===== config.mk =====
export PLATFORM = sky130hd
export DESIGN_NAME = soe_sync_out
export DESIGN_NICKNAME = d
export VERILOG_FILES = /design/src/hw/soe_pkg.sv /design/src/hw/soe_pin_cell.sv /design/src/hw/soe_sync_out.sv
export SDC_FILE = /design/constraint.sdc
export NUM_CORES = 1
export LEC_CHECK = 0
export BUFFER_PORTS_ARGS = -buffer_cell sky130_fd_sc_hd__buf_4
export CORE_MARGIN = 2
export CORE_UTILIZATION = 30
export CTS_BUF_LIST = sky130_fd_sc_hd__clkbuf_16
export DETAILED_ROUTE_END_ITERATION = 7
export PLACE_DENSITY = 0.53
export SLEW_MARGIN = 15
export SYNTH_ARGS = -nofsm -noshare
export SYNTH_HDL_FRONTEND = slang
export SYNTH_SLANG_ARGS = --single-unit

===== constraint.sdc =====
create_clock -name ref_clk -period 2.7 [get_ports ref_clk]
set_clock_uncertainty 0.1 [all_clocks]
set_input_delay 0.27 -clock ref_clk [delete_from_list [all_inputs] [get_ports ref_clk]]
set_output_delay 0.27 -clock ref_clk [all_outputs]
set_load 0.01 [all_outputs]

===== src/hw/soe_pkg.sv =====
// sync output enable / polarity block: shared constants, field layout and carrier types
// assumes a 32-bit AXI4-Lite register bus and one system clock
package soe_pkg;

  // ***************************************************************
  // register map (byte addresses)
  // ***************************************************************
  localparam logic [7:0] SOE_OFS_OUT_CTRL = 8'h00; // sync_output_control
  localparam logic [7:0] SOE_OFS_IN_CTRL  = 8'h04; // sync_input_control
  localparam logic [7:0] SOE_OFS_STATUS   = 8'h08; // read-only pin state

  // ***************************************************************
  // field positions
  // ***************************************************************
  localparam int SOE_BIT_HORIZ_EN    = 7;
  localparam int SOE_BIT_VERT_EN     = 6;
  localparam int SOE_BIT_CLAMP_EN    = 5;
  localparam int SOE_BIT_BLANK_EN    = 4;
  localparam int SOE_BIT_HORIZ_INV   = 3;
  localparam int SOE_BIT_VERT_INV    = 2;
  localparam int SOE_BIT_CLAMP_INV   = 1;
  localparam int SOE_BIT_BLANK_INV   = 0;
  localparam int SOE_BIT_CONNECT     = 5; // sync_connect_mode in sync_input_control
  localparam int SOE_STAT_OUT_LSB    = 0;
  localparam int SOE_STAT_OE_LSB     = 4;
  localparam int SOE_STAT_MODE_LSB   = 8;

  // ***************************************************************
  // reset values and codes
  // ***************************************************************
  localparam logic [7:0] SOE_RST_OUT_CTRL = 8'h00;
  localparam logic       SOE_RST_CONNECT  = 1'b0;
  localparam logic [1:0] SOE_RESP_OKAY    = 2'h0;
  localparam logic [1:0] SOE_RESP_SLVERR  = 2'h2;
  localparam logic [1:0] SOE_MODE_ONE     = 2'h1; // blanking pin stays address line
  localparam logic [1:0] SOE_STRAP_WAIT   = 2'h2; // edges after release before strap capture

  // the four shared output pins, one bit each
  typedef struct packed {
    logic hsync;
    logic vsync;
    logic clamp;
    logic blank;
  } soe_pin4_t;

  // timer input group, pin side or internal-sync side
  typedef struct packed {
    logic frtA;
    logic frtB;
    logic frtC;
    logic frtD;
    logic tmrClk1;
    logic tmrRst1;
  } soe_tmrin_t;

  // internal sync signals that may replace timer pin inputs
  typedef struct packed {
    logic internalVertIn;
    logic internalHorizIn;
    logic tmrOut1;
    logic spareVertIn;
  } soe_syncint_t;

endpackage : soe_pkg


===== src/hw/soe_pin_cell.sv =====
// one shared output pin: chooses the sync function or the fallback function
// assumes all inputs come from logic on ref_clk
`timescale 1ns/1ps
module soe_pin_cell
  import soe_pkg::*;
(
  input  wire logic ref_clk,
  input  wire logic nrst,
  input  wire logic enable,
  input  wire logic invert,
  input  wire logic syncSrc,
  input  wire logic fbOut,
  input  wire logic fbOe,
  output logic      pinOut,
  output logic      pinOe
);

  // ***************************************************************
  // registered pin drive
  // ***************************************************************
  // sync function drives the pin outright; otherwise port/timer/pwm settings rule
  always_ff @(posedge ref_clk or negedge nrst)
  begin
    if (!nrst)
    begin
      pinOut <= 1'b0;
      pinOe  <= 1'b0;
    end
    else if (enable)
    begin
      pinOut <= syncSrc ^ invert;
      pinOe  <= 1'b1;
    end
    else
    begin
      pinOut <= fbOut;
      pinOe  <= fbOe;
    end
  end

endmodule : soe_pin_cell


===== src/hw/soe_sync_out.sv =====
// sync output enable / polarity block with an AXI4-Lite register slave
// assumes one clock; pin inputs and the mode strap are asynchronous to it
`timescale 1ns/1ps
module soe_sync_out
  import soe_pkg::*;
#(
  parameter int ADDR_W = 8
)
(
  input  wire logic              ref_clk,
  input  wire logic              nrst,
  // AXI4-Lite slave
  input  wire logic [ADDR_W-1:0] s_axi_awaddr,
  input  wire logic              s_axi_awvalid,
  output logic                   s_axi_awready,
  input  wire logic [31:0]       s_axi_wdata,
  input  wire logic [3:0]        s_axi_wstrb,
  input  wire logic              s_axi_wvalid,
  output logic                   s_axi_wready,
  output logic [1:0]             s_axi_bresp,
  output logic                   s_axi_bvalid,
  input  wire logic              s_axi_bready,
  input  wire logic [ADDR_W-1:0] s_axi_araddr,
  input  wire logic              s_axi_arvalid,
  output logic                   s_axi_arready,
  output logic [31:0]            s_axi_rdata,
  output logic [1:0]             s_axi_rresp,
  output logic                   s_axi_rvalid,
  input  wire logic              s_axi_rready,
  // operating mode strap pins
  input  wire logic [1:0]        opModeStrap,
  // internal sync waveforms
  input  wire logic              internalHorizOut,
  input  wire logic              internalVertOut,
  input  wire logic              clampSource,
  input  wire logic              blankingWave,
  // fallback functions of the shared pins (port, timer, pwm, address line)
  input  soe_pkg::soe_pin4_t     fallbackOut,
  input  soe_pkg::soe_pin4_t     fallbackOe,
  // shared pin drive
  output soe_pkg::soe_pin4_t     syncPinOut,
  output soe_pkg::soe_pin4_t     syncPinOe,
  // timer inputs: raw pins, internal sources, selected result
  input  soe_pkg::soe_tmrin_t    timerPinIn,
  input  soe_pkg::soe_syncint_t  syncInternal,
  output soe_pkg::soe_tmrin_t    timerIn
);
  import soe_pkg::*;

  // ***************************************************************
  // elaboration checks
  // ***************************************************************
  if (ADDR_W < 4 || ADDR_W > 32)
  begin : gBadAddr
    $error("soe_sync_out: ADDR_W must lie in 4..32");
  end

  // ***************************************************************
  // control state
  // ***************************************************************
  logic [7:0]  outCtrl_r;      // sync_output_control
  logic        connectMode_r;  // sync_connect_mode
  logic [1:0]  strapSync1_r;
  logic [1:0]  strapSync2_r;
  logic [1:0]  opMode_r;
  logic [1:0]  strapCnt_r;
  logic        strapDone_r;
  soe_tmrin_t  timerSync1_r;
  soe_tmrin_t  timerSync2_r;
  // write and read channel state
  logic [7:0]  awAddr_r;
  logic        awHeld_r;
  logic [7:0]  wData_r;
  logic        wLane0_r;
  logic        wHeld_r;
  logic        wrFire;
  logic        wrHit;
  logic [7:0]  arAddr;
  logic [7:0]  awAddrIn;
  logic [31:0] rdValue;
  logic        rdHit;

  assign awAddrIn = 8'(s_axi_awaddr);
  assign arAddr   = 8'(s_axi_araddr);

  // ***************************************************************
  // mode strap capture
  // ***************************************************************
  // strap pins are asynchronous: two flops, then latched once a few edges after release;
  // mode is frozen after capture, so changing straps later has no effect
  always_ff @(posedge ref_clk or negedge nrst)
  begin
    if (!nrst)
    begin
      strapSync1_r <= 2'h0;
      strapSync2_r <= 2'h0;
      strapCnt_r   <= 2'h0;
      strapDone_r  <= 1'b0;
      opMode_r     <= 2'h0;
    end
    else
    begin
      strapSync1_r <= opModeStrap;
      strapSync2_r <= strapSync1_r;
      if (!strapDone_r && strapCnt_r == SOE_STRAP_WAIT)
      begin
        opMode_r    <= strapSync2_r;
        strapDone_r <= 1'b1;
      end
      else if (!strapDone_r)
      begin
        strapCnt_r <= strapCnt_r + 2'h1;
      end
    end
  end

  // ***************************************************************
  // AXI4-Lite write path
  // ***************************************************************
  // address and data are taken in either order; response follows both
  assign wrFire = awHeld_r && wHeld_r && !s_axi_bvalid;
  assign wrHit  = (awAddr_r == SOE_OFS_OUT_CTRL) || (awAddr_r == SOE_OFS_IN_CTRL)
                  || (awAddr_r == SOE_OFS_STATUS);
  always_ff @(posedge ref_clk or negedge nrst)
  begin
    if (!nrst)
    begin
      s_axi_awready <= 1'b1;
      awHeld_r      <= 1'b0;
      awAddr_r      <= 8'h00;
    end
    else if (s_axi_awvalid && s_axi_awready)
    begin
      awAddr_r      <= awAddrIn;
      awHeld_r      <= 1'b1;
      s_axi_awready <= 1'b0;
    end
    else if (s_axi_bvalid && s_axi_bready)
    begin
      awHeld_r      <= 1'b0;
      s_axi_awready <= 1'b1;
    end
  end

  always_ff @(posedge ref_clk or negedge nrst)
  begin
    if (!nrst)
    begin
      s_axi_wready <= 1'b1;
      wHeld_r      <= 1'b0;
      wData_r      <= 8'h00;
      wLane0_r     <= 1'b0;
    end
    else if (s_axi_wvalid && s_axi_wready)
    begin
      wData_r      <= s_axi_wdata[7:0];
      wLane0_r     <= s_axi_wstrb[0];
      wHeld_r      <= 1'b1;
      s_axi_wready <= 1'b0;
    end
    else if (s_axi_bvalid && s_axi_bready)
    begin
      wHeld_r      <= 1'b0;
      s_axi_wready <= 1'b1;
    end
  end

  // status is read-only: a write there is accepted and ignored
  always_ff @(posedge ref_clk or negedge nrst)
  begin
    if (!nrst)
    begin
      s_axi_bvalid <= 1'b0;
      s_axi_bresp  <= SOE_RESP_OKAY;
    end
    else if (wrFire)
    begin
      s_axi_bvalid <= 1'b1;
      s_axi_bresp  <= wrHit ? SOE_RESP_OKAY : SOE_RESP_SLVERR;
    end
    else if (s_axi_bready)
    begin
      s_axi_bvalid <= 1'b0;
    end
  end

  // ***************************************************************
  // control registers
  // ***************************************************************
  // only byte lane 0 carries register bits; other lanes are dropped
  always_ff @(posedge ref_clk or negedge nrst)
  begin
    if (!nrst)
    begin
      outCtrl_r     <= SOE_RST_OUT_CTRL;
      connectMode_r <= SOE_RST_CONNECT;
    end
    else if (wrFire && wLane0_r)
    begin
      if (awAddr_r == SOE_OFS_OUT_CTRL)
      begin
        outCtrl_r <= wData_r;
      end
      if (awAddr_r == SOE_OFS_IN_CTRL)
      begin
        connectMode_r <= wData_r[SOE_BIT_CONNECT];
      end
    end
  end

  // ***************************************************************
  // AXI4-Lite read path
  // ***************************************************************
  always_comb
  begin
    rdValue = 32'h0000_0000;
    rdHit   = 1'b1;
    unique case (arAddr)
      SOE_OFS_OUT_CTRL: rdValue[7:0] = outCtrl_r;
      SOE_OFS_IN_CTRL:  rdValue[SOE_BIT_CONNECT] = connectMode_r;
      SOE_OFS_STATUS:
      begin
        rdValue[SOE_STAT_OUT_LSB +: 4]  = syncPinOut;
        rdValue[SOE_STAT_OE_LSB +: 4]   = syncPinOe;
        rdValue[SOE_STAT_MODE_LSB +: 2] = opMode_r;
      end
      default:          rdHit = 1'b0;
    endcase
  end

  // one read at a time; arready drops until the data is taken
  always_ff @(posedge ref_clk or negedge nrst)
  begin
    if (!nrst)
    begin
      s_axi_arready <= 1'b1;
      s_axi_rvalid  <= 1'b0;
      s_axi_rdata   <= 32'h0000_0000;
      s_axi_rresp   <= SOE_RESP_OKAY;
    end
    else if (s_axi_arvalid && s_axi_arready)
    begin
      s_axi_arready <= 1'b0;
      s_axi_rvalid  <= 1'b1;
      s_axi_rdata   <= rdValue;
      s_axi_rresp   <= rdHit ? SOE_RESP_OKAY : SOE_RESP_SLVERR;
    end
    else if (s_axi_rvalid && s_axi_rready)
    begin
      s_axi_rvalid  <= 1'b0;
      s_axi_arready <= 1'b1;
    end
  end

  // ***************************************************************
  // shared output pins
  // ***************************************************************
  soe_pin4_t enVec;
  soe_pin4_t invVec;
  soe_pin4_t srcVec;
  // blanking pin is held as address line in mode 1 whatever its enable says
  assign enVec.hsync  = outCtrl_r[SOE_BIT_HORIZ_EN];
  assign enVec.vsync  = outCtrl_r[SOE_BIT_VERT_EN];
  assign enVec.clamp  = outCtrl_r[SOE_BIT_CLAMP_EN];
  assign enVec.blank  = outCtrl_r[SOE_BIT_BLANK_EN]
                        && (opMode_r != SOE_MODE_ONE);
  assign invVec = outCtrl_r[SOE_BIT_HORIZ_INV:SOE_BIT_BLANK_INV];
  assign srcVec = {internalHorizOut, internalVertOut, clampSource, blankingWave};

  // one cell per pin; each adds one register stage from control to pad
  for (genvar i = 0; i < 4; i++)
  begin : gPin
    soe_pin_cell uCell (
      .ref_clk (ref_clk),
      .nrst    (nrst),
      .enable  (enVec[i]),
      .invert  (invVec[i]),
      .syncSrc (srcVec[i]),
      .fbOut   (fallbackOut[i]),
      .fbOe    (fallbackOe[i]),
      .pinOut  (syncPinOut[i]),
      .pinOe   (syncPinOe[i])
    );
  end

  // ***************************************************************
  // timer input selection
  // ***************************************************************
  // pin inputs cross into this clock through two flops before selection
  always_ff @(posedge ref_clk or negedge nrst)
  begin
    if (!nrst)
    begin
      timerSync1_r <= '0;
      timerSync2_r <= '0;
    end
    else
    begin
      timerSync1_r <= timerPinIn;
      timerSync2_r <= timerSync1_r;
    end
  end

  // output enables are deliberately absent here: only connect mode steers inputs
  always_ff @(posedge ref_clk or negedge nrst)
  begin
    if (!nrst)
    begin
      timerIn <= '0;
    end
    else if (connectMode_r)
    begin
      timerIn <= {syncInternal.internalVertIn, syncInternal.tmrOut1, syncInternal.spareVertIn,
                  syncInternal.internalHorizIn, syncInternal.internalHorizIn,
                  ~syncInternal.internalVertIn};
    end
    else
    begin
      timerIn <= timerSync2_r;
    end
  end

endmodule : soe_sync_out


# After elaboration in Yosys (flattened, before gate mapping)
# Cells that the tools add are included.
# W data, S select, Z words.
[word_totals]
register_bits = 82
out_inout_bits = 55
elab_cells = 112
[classes]
add_sub_neg = 1
eq_ne = 6
n_mux = 28
n_bitwise = 7
reduce_logical = 24
[op_table]
columns = ["operator", "count"]
rows = [
  ["$mux W1", 21],
  ["$eq A8 B3 Y1 const B", 2],
  ["$eq A8 B4 Y1 const B", 2],
  ["$logic_not A8 Y1", 2],
  ["$logic_and A1 B1 Y1", 10],
  ["$pmux W5 S2", 1],
  ["$reduce_bool A2 Y1", 4],
  ["$mux W2", 3],
  ["$mux W6", 1],
  ["$reduce_and A2 Y1", 3],
  ["$pmux W2 S2", 1],
  ["$xor A1 B1 Y1", 4],
  ["$not A1 Y1", 3],
  ["$pmux W1 S3", 1],
  ["$reduce_or A3 Y1", 1],
  ["$add A2 B1 Y2 const B", 1],
  ["$eq A2 B2 Y1 const B", 1],
  ["$logic_not A1 Y1", 2],
  ["$logic_or A1 B1 Y1", 2],
  ["$ne A2 B1 Y1 const B", 1],
]

# Logic depth before layout (Yosys ltp)
[depth]
depth_word = 4
mapped_depth = 6
depth_no_buf = 5

# By module
# A second synthesis with hierarchy kept.
[hier_totals]
hier_cells = 239
area_unflattened_um2 = 3163.0
[modules_own_cells]
columns = ["module", "instances", "cells_per_inst", "area_per_inst_um2", "seq_area_each_um2"]
rows = [
  ["soe_sync_out", 1, 215, 2867.8, 1805.5],
  ["soe_pin_cell", 4, 6, 73.8, 50.0],
]

# Worst setup path before layout
# OpenSTA, ideal clock, no wires.
[synth_timing]
path_type = "register -> register"
from = "register awAddr_r[1]"
to = "register outCtrl_r[0]"
t_arrival_ns = 1.742
t_required_ns = 2.475
setup_slack_ns = 0.733
path_stages_with_launch = 4
n_path_buf = 0
period_less_slack_ns = 1.967
cell_sequence = "dfrtp_1 or4_4 nor4_4 mux2_2"
[synth_via]
elab_chain_len = 2
[synth_rtl]
columns = ["item", "line_no", "rtl"]
rows = [
  ["start: declaration", "soe_sync_out.sv:71", "logic [7:0] awAddr_r;"],
  ["start signal: assignment", "soe_sync_out.sv:134", "awAddr_r <= awAddrIn;"],
  ["$logic_not A8 Y1", "soe_sync_out.sv:200", "if (awAddr_r == SOE_OFS_OUT_CTRL)"],
  ["$reduce_and A2 Y1 (no line)", "n/a", ""],
  ["end signal: assignment", "soe_sync_out.sv:202", "outCtrl_r <= wData_r;"],
  ["end: declaration", "soe_sync_out.sv:61", "logic [7:0] outCtrl_r;"],
]
# No other way between the ends.
# A chain may end at the register's enable or synchronous reset.

# Worst setup path in the final report
[layout_timing]
from = "register awAddr_r[1]"
to = "register outCtrl_r[6]"
# The elaborated chain is that of the path after synthesis.

==> results_dict.tcl <==
set metrics [dict create \
    nNetsFinal 428 \
    crit_chain "or4_4 > nor4_4 > buf_4 > mux2_2" \
    routed_wl_um 6270 \
    io_pins 138 \
    fp.dieH_um 108 \
    synth-edff-count 0 \
    worst_ir_drop_vdd_mv 0.366 \
    syn_inst 247 \
    syn_area_sq_um 3230 \
    fin_util_pct 41.5 \
    antenna_found_initial 0 \
    critPathKind "flop to flop" \
    grt_max_degree 49 \
    viasPerCell 4.25 \
    avgSynthCellArea_sq_um 13.1 \
    worst_slack_ps 692 \
    gr-total-overflow 0 \
    dp_slack_ps 711 \
    end_kind "flop" \
    cts.htree.levels 3 \
    place_area_sq_um 3900 \
    drc_errors 0 \
    period_share_pct 74.4 \
    first_iter_violations 24 \
    cts_tree "built" \
    initial_core_util_pct 31.1 \
    final_cell_mix "87 x buf_4, 77 x dfrtp_1, 31 x mux2_2" \
    hold_violations 0 \
    grtUsageTotal_pct 11.4 \
    ys_seq_area_share_pct 62.1 \
    diodes 0 \
    ys_ff_latch 80 \
    async_flop_share_pct 100 \
    rsz0062_at_grt "false" \
    wl_per_cell_um 12.9 \
    drtPass1Iterations 4 \
    area_growth_syn_to_layout_pct 33.3 \
    min_period_ps 2010 \
    post-cts-setup-buffer-count 0 \
    clock_sinks 80 \
    crit_required_ps 2810 \
    die-area_sq_um 11600 \
    vias 2063 \
    cts_max_path_buffers 2 \
    startpoint_type "flop" \
    arrival_ps 2120 \
    io_buffers 86 \
    p_per_area_nw_per_um2 785 \
    core_sq_um 10400 \
    whs_ps 18.1 \
    worst_pin_slew_ps 710 \
    hold_class "input pin to flop" \
    slew_viol_final 0 \
    cts_root_buffer "clkbuf_16" \
    setup_viol 0 \
    synth.distinct_cells 32 \
    cts_made_buffers 9 \
    synthFlopType "dfrtp_1" \
    setup_tns_ps 0 \
    dieWidth_um 108 \
    slew_headroom_pct 52.5 \
    max_freq_mhz 498 \
    status "completed" \
    dpl.hpwl_um 4330 \
    p_leak_nw 2.07 \
    routabilityCongestion 0.677 \
    cts_hold_buf 12 \
    postRouteAntennaNets 0 \
    rows 37 \
    maxCapViolations 0 \
    final_common_cell "buf_4" \
    grt_pass1_vias 2009 \
    clk_pin_slew_ps 60 \
    path_max_fanout 8 \
    clock_latency_ps 330 \
    critPathMaxStageDelay_ps 570 \
    post_route_cells_drive_above_1_share_pct 41.0 \
    critPathSlowestCell "or4_4" \
    grt_pass1_wl_um 9870 \
    cts_resized 0 \
    ys_warn_count 0 \
    final_area_sq_um 4300 \
]
report_power, final:
group	internal, W	switching, W	total [W]
clock network	0.000702	0.000452	0.00115
logic	0.000363	0.000260	0.000624
registers	0.00146	0.000147	0.00160
cells by family (layout without fill, tap and decap cells):
| family | count (synthesis) | after routing | share of synthesized area [%] |
|---|---|---|---|
| flip-flops | 80 | 80 | 62.1 |
| adder cells (fa/ha/maj) | 1 | 1 | 0.387 |
| other | 1 | 24 | 0.116 |
| AND/OR/NAND/NOR | 48 | 48 | 7.83 |
| XOR/XNOR | 5 | 5 | 1.36 |
| AO/OA/AOI/OAI | 25 | 25 | 4.84 |
| multiplexers | 43 | 43 | 14.5 |
| buffers and inverters | 44 | 123 | 8.83 |
synth_stat cells (2+ instances only):
| cell | n | area (sq um) |
|---|---|---|
| or2_2 | 5 | 31.3 |
| nand3b_1 | 3 | 22.5 |
| inv_1 | 7 | 26.3 |
| o21ai_0 | 10 | 50.1 |
| a21oi_1 | 3 | 15.0 |
| mux2i_1 | 12 | 120 |
| nand2_1 | 24 | 90.1 |
| dfstp_2 | 3 | 78.8 |
| xnor2_1 | 4 | 35.0 |
| nand4_1 | 2 | 12.5 |
| buf_4 | 32 | 240 |
| o31ai_1 | 8 | 60.1 |
| clkbuf_1 | 4 | 15.0 |
| nor2_1 | 6 | 22.5 |
| mux2_2 | 31 | 349 |
| dfrtp_1 | 77 | 1930 |
registers in the layout, indices dropped and copies added (netlist names), 4 cells and up:
name and flops:
awAddr_r 8, timerSync1_r 6, outCtrl_r 8, gPin.uCell.pinOut 4, gPin.uCell.pinOe 4, s_axi_rdata 10
timerIn 6, timerSync2_r 6, wData_r 8
metrics by stage:
stage | power, W | cells
2_1_floorplan | 0.00201 | 270
3_3_place_gp | 0.00223 | 457
3_5_place_dp | 0.00225 | 457
4_1_cts | 0.00344 | 485
5_1_grt | 0.00358 | 485
6_report | 0.00338 | 485
worst max-delay path: cells and delay by family (launching register included):
family                 cells  cell delay [ps]
and+or+nand+nor            2              820
DFF                        1              380
muxes                      1              350
buffers and inverters      1              230
final cells by class:
| cell class | count | area [sq um] |
|---|---|---|
| sequential | 80 | 2010 |
| fill | 992 | 6070 |
| clock inverter | 7 | 58.8 |
| inverter | 7 | 26.3 |
| tap | 136 | 170 |
| timing repair buffer | 100 | 793 |
| multi-input combinational | 146 | 1020 |
| clock buffer | 9 | 225 |
per-layer routing:
layer / up-vias / global-route usage (%) / part of all wire [%]
met2: 80 / 17.4 / 47
met3: 11 / 3.21 / 6.5
met4: 0 / 6.87 / 2.4
met1: 993 / 14.2 / 44
met5: - / 0 / 0
li1: 979 / - / -
final timing paths:
path                                            endpoint                      start  slack, ps  depth (start not counted)
hold reg to reg                strapSync2_r[0]$_DFF_PN0_  strapSync1_r[0]$_DFF_PN0_        250                          0
setup reg to reg                outCtrl_r[6]$_DFFE_PN0P_    awAddr_r[1]$_DFFE_PN0P_        690                          4
max in group asynchronous       s_axi_wready$_DFFE_PN1P_                       nrst       1400                          3
min in group asynchronous  gPin[3].uCell.pinOe$_DFF_PN0_                       nrst        400                          2
hold / removal                      timerIn[0]$_DFF_PN0_            syncInternal[3]         20                          2
setup / recovery                outCtrl_r[6]$_DFFE_PN0P_    awAddr_r[1]$_DFFE_PN0P_        690                          4
Power figures use the tool's default switching activity.
